`config.mk`:
```
export PLATFORM = sky130hd
export DESIGN_NAME = adp_top
export DESIGN_NICKNAME = d
export VERILOG_FILES = /design/src/rtl/adp_pkg.sv /design/src/rtl/adp_ppb.sv /design/src/rtl/adp_top.sv
export SDC_FILE = /design/constraint.sdc
export NUM_CORES = 1
export LEC_CHECK = 0
export ABC_AREA = 1
export BUFFER_PORTS_ARGS = -buffer_cell sky130_fd_sc_hd__buf_4
export CAP_MARGIN = 5
export CORE_UTILIZATION = 50
export DETAILED_ROUTE_END_ITERATION = 12
export PLACE_DENSITY = 0.73
export SYNTH_ARGS = -nofsm -noshare
export SYNTH_HDL_FRONTEND = slang
export SYNTH_SLANG_ARGS = --single-unit
```
`constraint.sdc`:
```
create_clock -name clk_i -period 9.8 [get_ports clk_i]
set_input_delay 1.96 -clock clk_i [delete_from_list [all_inputs] [get_ports clk_i]]
set_output_delay 1.96 -clock clk_i [all_outputs]
set_load 0.05 [all_outputs]
```
`src/rtl/adp_pkg.sv`:
```
package adp_pkg;

	localparam int DW = 32;
	localparam int AW = 8;
	localparam int NLINES = 4;
	localparam int NPPB = 2;
	localparam int RES_W_DEF = 16;

	localparam logic [AW-1:0] OFS_INTCTL = 8'h00;
	localparam logic [AW-1:0] OFS_FLAG = 8'h04;
	localparam logic [AW-1:0] OFS_FLAGCLR = 8'h08;
	localparam logic [AW-1:0] OFS_OVF = 8'h0C;
	localparam logic [AW-1:0] OFS_OVFCLR = 8'h10;
	localparam logic [AW-1:0] OFS_IRQ_STS = 8'h14;
	localparam logic [AW-1:0] OFS_IRQ_MSK = 8'h18;

	// Each post-processing block owns five words starting here
	localparam int PPB_BASE = 'h20;
	localparam int PPB_STRIDE = 'h20;
	localparam logic [AW-1:0] PPB_OFFSET = 8'h00;
	localparam logic [AW-1:0] PPB_HI_LIM = 8'h04;
	localparam logic [AW-1:0] PPB_LO_LIM = 8'h08;
	localparam logic [AW-1:0] PPB_CTL = 8'h0C;
	localparam logic [AW-1:0] PPB_RESULT = 8'h10;

	localparam int CTL_HI_BIT = 0;
	localparam int CTL_LO_BIT = 1;
	localparam int CTL_ZC_BIT = 2;
	localparam int CTL_W = 3;

	localparam int EV_HI = 0;
	localparam int EV_LO = 1;
	localparam int EV_ZC = 2;
	localparam int EV_PER_PPB = 3;
	localparam int NEV = NPPB * EV_PER_PPB;

endpackage

```
`src/rtl/adp_ppb.sv`:
```
`timescale 1ns/100ps
module adp_ppb #(
	parameter int RES_W = 16
) (
	input wire logic clk_i,
	input wire logic rst_i,
	input wire logic valid_i,
	input wire logic [RES_W-1:0] result_i,
	input wire logic [RES_W-1:0] offset_i,
	input wire logic [RES_W-1:0] hi_lim_i,
	input wire logic [RES_W-1:0] lo_lim_i,
	input wire logic hi_en_i,
	input wire logic lo_en_i,
	input wire logic zc_en_i,
	output logic [RES_W:0] result_o,
	output logic hi_o,
	output logic lo_o,
	output logic zc_o
);
	logic [RES_W:0] diff;
	logic [RES_W:0] res_r, res_nxt;
	logic hi_r, hi_nxt, lo_r, lo_nxt, zc_r, zc_nxt;
	logic sign_r, sign_nxt, seen_r, seen_nxt;

	always_comb begin
		diff = {1'b0, result_i} - {1'b0, offset_i};
		res_nxt = res_r;
		sign_nxt = sign_r;
		seen_nxt = seen_r;
		hi_nxt = 1'b0;
		lo_nxt = 1'b0;
		zc_nxt = 1'b0;
		if (valid_i) begin
			res_nxt = diff;
			// Limits are judged on the raw bit pattern, so a negative result looks huge
			hi_nxt = hi_en_i && (diff > {1'b0, hi_lim_i});
			lo_nxt = lo_en_i && (diff < {1'b0, lo_lim_i});
			zc_nxt = zc_en_i && seen_r && (diff[RES_W] != sign_r);
			sign_nxt = diff[RES_W];
			seen_nxt = 1'b1;
		end
	end

	always_ff @(posedge clk_i or posedge rst_i) begin
		if (rst_i) begin
			res_r <= '0;
			hi_r <= 1'b0;
			lo_r <= 1'b0;
			zc_r <= 1'b0;
			sign_r <= 1'b0;
			seen_r <= 1'b0;
		end else begin
			res_r <= res_nxt;
			hi_r <= hi_nxt;
			lo_r <= lo_nxt;
			zc_r <= zc_nxt;
			sign_r <= sign_nxt;
			seen_r <= seen_nxt;
		end
	end

	assign result_o = res_r;
	assign hi_o = hi_r;
	assign lo_o = lo_r;
	assign zc_o = zc_r;
endmodule

```
`src/rtl/adp_top.sv`:
```
// The Wishbone register port and the register addresses were decided locally.
`timescale 1ns/100ps
// Overview of operation
// - Each post-processing block subtracts its offset from the result, giving a signed value.
// - Limit compares treat the difference as unsigned, so signed results compare wrongly.
// - Continue bit zero: a set flag blocks further interrupts on its line.
// - Event meeting a flag-clear write leaves the flag set.
// - Event arriving while flag set raises the overflow flag for that line.
module adp_top #(
	parameter int RES_W = adp_pkg::RES_W_DEF
) (
	input wire logic clk_i,
	input wire logic rst_i,
	input wire logic wb_cyc_i,
	input wire logic wb_stb_i,
	input wire logic wb_we_i,
	input wire logic [adp_pkg::AW-1:0] wb_adr_i,
	input wire logic [3:0] wb_sel_i,
	input wire logic [adp_pkg::DW-1:0] wb_dat_i,
	output logic [adp_pkg::DW-1:0] wb_dat_o,
	output logic wb_ack_o,
	input wire logic conv_valid_i,
	input wire logic [RES_W-1:0] conv_result_i,
	input wire logic [adp_pkg::NLINES-1:0] int_evt_i,
	output logic [adp_pkg::NLINES-1:0] adc_int_o,
	output logic irq_o
);
	import adp_pkg::*;

	logic ack_r, ack_nxt;
	logic [DW-1:0] dat_r, dat_nxt, rdata, wmask, wd;
	logic wr;
	logic [NLINES-1:0] cont_r, cont_nxt, flag_r, flag_nxt, ovf_r, ovf_nxt, int_r, int_nxt;
	logic [NLINES-1:0] clr, ovfclr;
	logic [NEV-1:0] sts_r, sts_nxt, msk_r, msk_nxt, ev;
	logic [RES_W-1:0] off_r [NPPB], off_nxt [NPPB];
	logic [RES_W-1:0] hil_r [NPPB], hil_nxt [NPPB];
	logic [RES_W-1:0] lol_r [NPPB], lol_nxt [NPPB];
	logic [CTL_W-1:0] ctl_r [NPPB], ctl_nxt [NPPB];
	logic [RES_W:0] pres [NPPB];

	// Both blocks see the same conversion so one can do limits, the other offset
	for (genvar g = 0; g < NPPB; g++) begin : g_ppb
		adp_ppb #(.RES_W(RES_W)) u_ppb (
			.clk_i(clk_i),
			.rst_i(rst_i),
			.valid_i(conv_valid_i),
			.result_i(conv_result_i),
			.offset_i(off_r[g]),
			.hi_lim_i(hil_r[g]),
			.lo_lim_i(lol_r[g]),
			.hi_en_i(ctl_r[g][CTL_HI_BIT]),
			.lo_en_i(ctl_r[g][CTL_LO_BIT]),
			.zc_en_i(ctl_r[g][CTL_ZC_BIT]),
			.result_o(pres[g]),
			.hi_o(ev[g*EV_PER_PPB+EV_HI]),
			.lo_o(ev[g*EV_PER_PPB+EV_LO]),
			.zc_o(ev[g*EV_PER_PPB+EV_ZC])
		);
	end

	assign wmask = {{8{wb_sel_i[3]}}, {8{wb_sel_i[2]}}, {8{wb_sel_i[1]}}, {8{wb_sel_i[0]}}};
	assign wd = wb_dat_i & wmask;
	// Writes land on the edge where ack is seen, matching when the master lets go
	assign wr = wb_cyc_i && wb_stb_i && wb_we_i && ack_r;

	always_comb begin
		rdata = '0;
		case (wb_adr_i)
			OFS_INTCTL: rdata[NLINES-1:0] = cont_r;
			OFS_FLAG: rdata[NLINES-1:0] = flag_r;
			OFS_OVF: rdata[NLINES-1:0] = ovf_r;
			OFS_IRQ_STS: rdata[NEV-1:0] = sts_r;
			OFS_IRQ_MSK: rdata[NEV-1:0] = msk_r;
			OFS_FLAGCLR: rdata = '0;
			default: begin
				for (int p = 0; p < NPPB; p++) begin
					if (wb_adr_i == AW'(PPB_BASE + p * PPB_STRIDE) + PPB_OFFSET)
						rdata[RES_W-1:0] = off_r[p];
					if (wb_adr_i == AW'(PPB_BASE + p * PPB_STRIDE) + PPB_HI_LIM)
						rdata[RES_W-1:0] = hil_r[p];
					if (wb_adr_i == AW'(PPB_BASE + p * PPB_STRIDE) + PPB_LO_LIM)
						rdata[RES_W-1:0] = lol_r[p];
					if (wb_adr_i == AW'(PPB_BASE + p * PPB_STRIDE) + PPB_CTL)
						rdata[CTL_W-1:0] = ctl_r[p];
					if (wb_adr_i == AW'(PPB_BASE + p * PPB_STRIDE) + PPB_RESULT)
						rdata = {{(DW-RES_W-1){pres[p][RES_W]}}, pres[p]};
				end
			end
		endcase
		ack_nxt = wb_cyc_i && wb_stb_i && !ack_r;
		dat_nxt = ack_nxt ? rdata : '0;
	end

	always_comb begin
		cont_nxt = cont_r;
		msk_nxt = msk_r;
		clr = '0;
		ovfclr = '0;
		for (int p = 0; p < NPPB; p++) begin
			off_nxt[p] = off_r[p];
			hil_nxt[p] = hil_r[p];
			lol_nxt[p] = lol_r[p];
			ctl_nxt[p] = ctl_r[p];
		end
		if (wr) begin
			if (wb_adr_i == OFS_INTCTL)
				cont_nxt = (cont_r & ~wmask[NLINES-1:0]) | wd[NLINES-1:0];
			if (wb_adr_i == OFS_IRQ_MSK)
				msk_nxt = (msk_r & ~wmask[NEV-1:0]) | wd[NEV-1:0];
			if (wb_adr_i == OFS_FLAGCLR)
				clr = wd[NLINES-1:0];
			if (wb_adr_i == OFS_OVFCLR)
				ovfclr = wd[NLINES-1:0];
			for (int p = 0; p < NPPB; p++) begin
				if (wb_adr_i == AW'(PPB_BASE + p * PPB_STRIDE) + PPB_OFFSET)
					off_nxt[p] = (off_r[p] & ~wmask[RES_W-1:0]) | wd[RES_W-1:0];
				if (wb_adr_i == AW'(PPB_BASE + p * PPB_STRIDE) + PPB_HI_LIM)
					hil_nxt[p] = (hil_r[p] & ~wmask[RES_W-1:0]) | wd[RES_W-1:0];
				if (wb_adr_i == AW'(PPB_BASE + p * PPB_STRIDE) + PPB_LO_LIM)
					lol_nxt[p] = (lol_r[p] & ~wmask[RES_W-1:0]) | wd[RES_W-1:0];
				if (wb_adr_i == AW'(PPB_BASE + p * PPB_STRIDE) + PPB_CTL)
					ctl_nxt[p] = (ctl_r[p] & ~wmask[CTL_W-1:0]) | wd[CTL_W-1:0];
			end
		end
		// A pending flag swallows new events unless the line runs in continue mode
		int_nxt = int_evt_i & (cont_r | ~flag_r);
		// Set beats clear, so an event racing a clear write keeps the flag up
		flag_nxt = (flag_r & ~clr) | int_evt_i;
		ovf_nxt = (ovf_r & ~ovfclr) | (int_evt_i & flag_r);
		sts_nxt = (sts_r & ~((wr && wb_adr_i == OFS_IRQ_STS) ? wd[NEV-1:0] : '0)) | ev;
	end

	always_ff @(posedge clk_i or posedge rst_i) begin
		if (rst_i) begin
			ack_r <= 1'b0;
			dat_r <= '0;
			cont_r <= '0;
			flag_r <= '0;
			ovf_r <= '0;
			int_r <= '0;
			sts_r <= '0;
			msk_r <= '0;
			for (int p = 0; p < NPPB; p++) begin
				off_r[p] <= '0;
				hil_r[p] <= '0;
				lol_r[p] <= '0;
				ctl_r[p] <= '0;
			end
		end else begin
			ack_r <= ack_nxt;
			dat_r <= dat_nxt;
			cont_r <= cont_nxt;
			flag_r <= flag_nxt;
			ovf_r <= ovf_nxt;
			int_r <= int_nxt;
			sts_r <= sts_nxt;
			msk_r <= msk_nxt;
			for (int p = 0; p < NPPB; p++) begin
				off_r[p] <= off_nxt[p];
				hil_r[p] <= hil_nxt[p];
				lol_r[p] <= lol_nxt[p];
				ctl_r[p] <= ctl_nxt[p];
			end
		end
	end

	assign wb_ack_o = ack_r;
	assign wb_dat_o = dat_r;
	assign adc_int_o = int_r;
	assign irq_o = |(sts_r & msk_r);
endmodule

```
== After elaboration in Yosys (flattened, before gate mapping) ==
Cells that the tools add are included.

* Register bits: 206
* Input port bits: 70
* Logic and storage cells: 143

* $add $sub $neg: 2
* $lt $le $gt $ge: 4
* Eq/ne operators: 18
* Multiplexer cells: 25
* Bitwise logic cells: 39
* Reduce and logical (&&, ||, !) cells: 28

{| class="wikitable"
|+ Operators by type and width
! kind !! count
|-
| $and A16 B16 Y16 || 7
|-
| $mux W16 || 6
|-
| $mux W32 || 3
|-
| $or A16 B16 Y16 || 6
|-
| $eq A8 B6 Y1 const B || 5
|-
| $eq A8 B7 Y1 const B || 5
|-
| $gt A17 B16 Y1 || 2
|-
| $lt A17 B16 Y1 || 2
|-
| $sub A16 B16 Y17 || 2
|-
| $mux W26 || 1
|-
| $eq A8 B5 Y1 const B || 3
|-
| $pmux W4 S6 || 1
|-
| $and A4 B4 Y4 || 5
|-
| $reduce_and A2 Y1 || 10
|-
| $and A6 B6 Y6 || 3
|-
| $eq A8 B4 Y1 const B || 2
|-
| $mux W4 || 4
|-
| $not A16 Y16 || 1
|-
| $not A4 Y4 || 4
|-
| $or A4 B4 Y4 || 4
|-
| $logic_and A1 B1 Y1 || 13
|-
| $not A6 Y6 || 2
|-
| $or A6 B6 Y6 || 2
|-
| $reduce_or A6 Y1 || 2
|-
| 12 further kinds || 21
|}

== Logic depth before layout (Yosys ltp) ==
* Depth in word-level cells: 13
* Gate-level depth with buffers: 24
* Mapped depth without buffers: 24

== Modules after synthesis ==
From an unflattened synthesis, not the netlist that was laid out.

* Cell total of the unflattened synthesis: 1576
* Area, all modules: 12111.6 sq um

{| class="wikitable"
|+ By module, submodules not included
! module !! instances !! cells an instance !! area an instance (sq um) !! seq. area each (sq um)
|-
| adp_top || 1 || 858 || 7119.3 || 3703.6
|-
| adp_ppb at g_ppb[1].u_ppb || 1 || 360 || 2502.4 || 525.5
|-
| adp_ppb at g_ppb[0].u_ppb || 1 || 358 || 2489.9 || 525.5
|}

== Worst setup path before layout ==
No wires, ideal clock.

* Path type: input port to flip-flop
* Start: in conv_result_i[0]
* End: reg g_ppb[1].u_ppb.hi_r
* Arrival time: 4.361 ns
* Required time: 9.685 ns
* Setup slack: 5.324 ns
* Stages: 22
* Buffers on the path: 0
* Cell sequence: inv_1 -> ha_1 -> inv_1 -> fa_1 -> nand3_1 -> nand3_1 -> nand2_1 -> nand2_1 -> nand2_1 -> a21oi_1 -> o21ai_0 -> nand3_1 -> and2_1 -> ha_1 -> nand2_1 -> nor2_1 -> a211oi_1 -> nor2_1 -> nor2_1 -> nand3_1 -> nand2_1 -> nor2_1

* Longest elaborated chain between the ends: 4

{| class="wikitable"
|+ RTL lines
! element !! RTL line !! text
|-
| start: declaration || adp_top.sv:23 || <nowiki>input wire logic [RES_W-1:0] conv_result_i,</nowiki>
|-
| $sub A16 B16 Y17 || adp_ppb.sv:26 || <nowiki>diff = {1'b0, result_i} - {1'b0, offset_i};</nowiki>
|-
| net g_ppb[1].u_ppb.diff[12] || adp_ppb.sv:20 || <nowiki>logic [RES_W:0] diff;</nowiki>
|-
| $gt A17 B16 Y1 || adp_ppb.sv:36 || <nowiki>hi_nxt = hi_en_i && (diff > {1'b0, hi_lim_i});</nowiki>
|-
| $logic_and A1 B1 Y1 || adp_ppb.sv:36 ||
|-
| $mux W1 || adp_ppb.sv:33 || <nowiki>if (valid_i) begin</nowiki>
|-
| net g_ppb[1].u_ppb.hi_nxt || adp_ppb.sv:22 || <nowiki>logic hi_r, hi_nxt, lo_r, lo_nxt, zc_r, zc_nxt;</nowiki>
|-
| end signal: assignment || adp_ppb.sv:54 || <nowiki>hi_r <= hi_nxt;</nowiki>
|-
| end: declaration || adp_ppb.sv:22 ||
|}

The timed path passes the listed nets, and every way through them passes these cells.
A chain may end at the register's enable or synchronous reset.

== Worst setup path after layout ==
Same ends and word-level chain as after synthesis.

==> flow_summary.json <==
{
  "status": "completed",
  "yosys-top-cells-area": "dfrtp_1 40%, nand2_1 13%, ha_1 10%",
  "core-area_um2": 22800,
  "pwr-share-seq_pct": 47.2,
  "grt_usage_pct": 28.8,
  "drt_wl_total_mm": 33.7,
  "synth_area_per_cell_um2": 7.57,
  "worstPathMaxFanout": 4,
  "cts_setup_buffers": 0,
  "pwr-share-clk_pct": 39.3,
  "holdWs_ps": 448,
  "dpl.hpwl_mm": 25.6,
  "ys_types": 48,
  "end_kind": "flip-flop",
  "cp_data_required_time_ps": 10140,
  "crit_arrival_ps": 5210,
  "fin_area_um2": 13100,
  "syn_to_final_growth_pct": 11.7,
  "synth_top_cell_by_area": "dfrtp_1",
  "synth_edf_count": 0,
  "skew_ps": 10.1,
  "ctsHoldBuffers": 0,
  "clk_pin_slew_worst_paths_ps": 70,
  "drt-initial-drc-count": 720,
  "cts_buffers": 17,
  "drive_above_1_share_pct": 9.77,
  "crit_chain": "buf_4, inv_1, ha_1, inv_1, fa_1, nand3_1, nand3_1, nand2_1, nand2_1, nand2_1, a21oi_1, o21ai_0, nand3_1, and2_1, ha_1, nand2_1, nor2_1, a211oi_1, nor2_1, nor2_1, nand3_1, nand2_1, nor2_1",
  "worstHoldPathType": "flip-flop to flip-flop",
  "nNetsFinal": 1781,
  "placed_area_um2": 12600,
  "fin_setup_tns_ps": 0,
  "power_report.internal_total_mw": 1.22,
  "slowest_stage": "fa_1",
  "seq_area_frac_synth_pct": 40.3,
  "place_inst": 1909,
  "final_cells": 1941,
  "wl_per_cell_um": 17.4,
  "grt_start_max_net_pins": 120,
  "postSynth.asyncResetShare_pct": 100,
  "p_sw_mw": 0.495,
  "cts_sinks": 189,
  "antenna_found_initial": 0,
  "yosys.area.top_type_share_pct": 40.3,
  "insertion_delay_ps": 450,
  "drt_first_pass_iters": 5,
  "port_buffers": 89,
  "fin_crit_sh_pct": 49.7,
  "worst-setup-path-type": "input port to flip-flop",
  "grt_pass1_vias": 9868,
  "switching_share_pct": 28.9,
  "fmax_mhz": 205,
  "syn-num-nets": 1716,
  "drcViolationCount": 0,
  "die_area_um2": 24100,
  "ant_nets": 0,
  "grt_pass1_wl_mm": 52.6,
  "worst_pin_slew_ps": 1140,
  "pwr-share-comb_pct": 13.5,
  "peakVddDrop_uv": 105,
  "rsz0062_at_grt": "no",
  "path_delay_family": "simple AND/OR/NAND/NOR gates",
  "clk_path_buf_depth": 2,
  "synthCells": 1550,
  "startpoint_type": "input port",
  "post_cts_resize_count": 0,
  "slew_headroom_pct": 23.3,
  "die_w_um": 155,
  "vias": 10500,
  "gr-total-overflow": 0,
  "viasPerCell": 5.42,
  "initial_core_util_pct": 51.3,
  "maxCapViolations": 0,
  "antenna_cells": 0,
  "powerDensity_nw_per_um2": 131,
  "cts_root_buf": "clkbuf_16",
  "yosysMostFrequentCell": "nand2_1",
  "fin_crit_ps": 4870,
  "die_y_um": 155,
  "cp_common_cell": "nand2_1",
  "drv_slew": 0,
  "synthFlopType": "dfrtp_1",
  "io_pins": 108,
  "setup_viol": 0,
  "hold_viol": 0,
  "synth_area_um2": 11700,
  "synth_warnings": 0,
  "synth_commonest_cells": "415 x nand2_1, 248 x inv_1, 189 x dfrtp_1, 166 x o21ai_0, 94 x ha_1",
  "ys_ff_latch": 189,
  "path_buf_inv": 3,
  "cts_tree": "done",
  "leakage_nw": 6.48,
  "gp_congestion": 0.937,
  "critPathMaxStageDelay_ps": 390,
  "htreeDepth": 4,
  "row_count": 55
}
==> cell type report <==
class / count / area [µm²]
multi-input combinational: 1058 / 5780
clock buffer: 19 / 443
tap: 313 / 392
sequential: 189 / 4730
timing repair buffer: 91 / 683
clock inverter: 13 / 104
inverter: 258 / 976
fill: 2141 / 9740
==> per-stage QoR <==
step,util [%],power [mW],setup WS [ps]
4_1_cts,57.4,1.71,5050
3_3_place_gp,55.0,1.05,4630
6_report,57.4,1.71,4930
3_5_place_dp,55.0,1.05,4590
5_1_grt,57.4,1.77,4760
2_1_floorplan,-,0.972,2700
==> power groups by stage <==
stage	Clock [mW]	Sequential [mW]	Combinational [mW]
after global routing	0.700	0.809	0.261
after global placement	0	0.822	0.224
after detailed placement	0	0.822	0.229
after CTS	0.675	0.808	0.230
after floorplan	0	0.822	0.150
final	0.672	0.808	0.231
==> placed cells by master (no fill, tap or decap), drive strengths merged <==
cell / netlist / final
nor2: 89 / 89
o311ai: 1 / 1
xor2: 20 / 20
nand3: 47 / 47
a211oi: 9 / 9
nor3: 13 / 13
o21a: 3 / 3
nor4: 5 / 5
xnor2: 1 / 1
clkbuf: 13 / 19
dfrtp: 189 / 189
fa: 2 / 2
o31a: 1 / 1
a21boi: 1 / 1
nand4: 25 / 25
nand2: 424 / 424
or2: 5 / 5
nand3b: 2 / 2
o22ai: 23 / 23
clkinv: 1 / 6
a21o: 5 / 5
mux2: 1 / 1
inv: 257 / 265
o31ai: 1 / 1
and2: 7 / 7
o21ai: 169 / 169
o21bai: 8 / 8
ha: 94 / 94
o221ai: 1 / 1
a221oi: 2 / 2
o211ai: 10 / 10
buf: 32 / 91
nor3b: 2 / 2
a21oi: 85 / 85
and3: 2 / 2
==> routing by layer <==
layer / up-vias / GRT usage [%] / wire (µm)
met5: - / 0 / 0
met4: 0 / 13.4 / 1390
met3: 74 / 3.98 / 1720
met2: 339 / 47.1 / 15700
met1: 4965 / 37.9 / 14900
li1: 5134 / - / -
==> cell families after synthesis <==
group | share of synthesized area, %
adder cells (fa/ha/maj) | 10.4
AND/OR/NAND/NOR | 22.5
XOR/XNOR | 1.57
multiplexers | 0.0960
flip-flops | 40.3
buffers and inverters | 10.4
AO/OA/AOI/OAI | 14.8
==> final timing paths <==
kind,from,end,slack (ps),cells past startpoint
max,conv_result_i[0],g_ppb[1].u_ppb.hi_o,4930,23
min,g_ppb[1].u_ppb.hi_o,sts_r[3],450,1
max reg2reg,flip-flop,g_ppb[1].u_ppb.hi_o,6320,21
min reg2reg,g_ppb[1].u_ppb.hi_o,sts_r[3],450,1
max in group asynchronous,rst_i,asynchronous set/reset pin,6670,3
min in group asynchronous,rst_i,asynchronous set/reset pin,1670,2
Power figures use the tool's default switching activity.
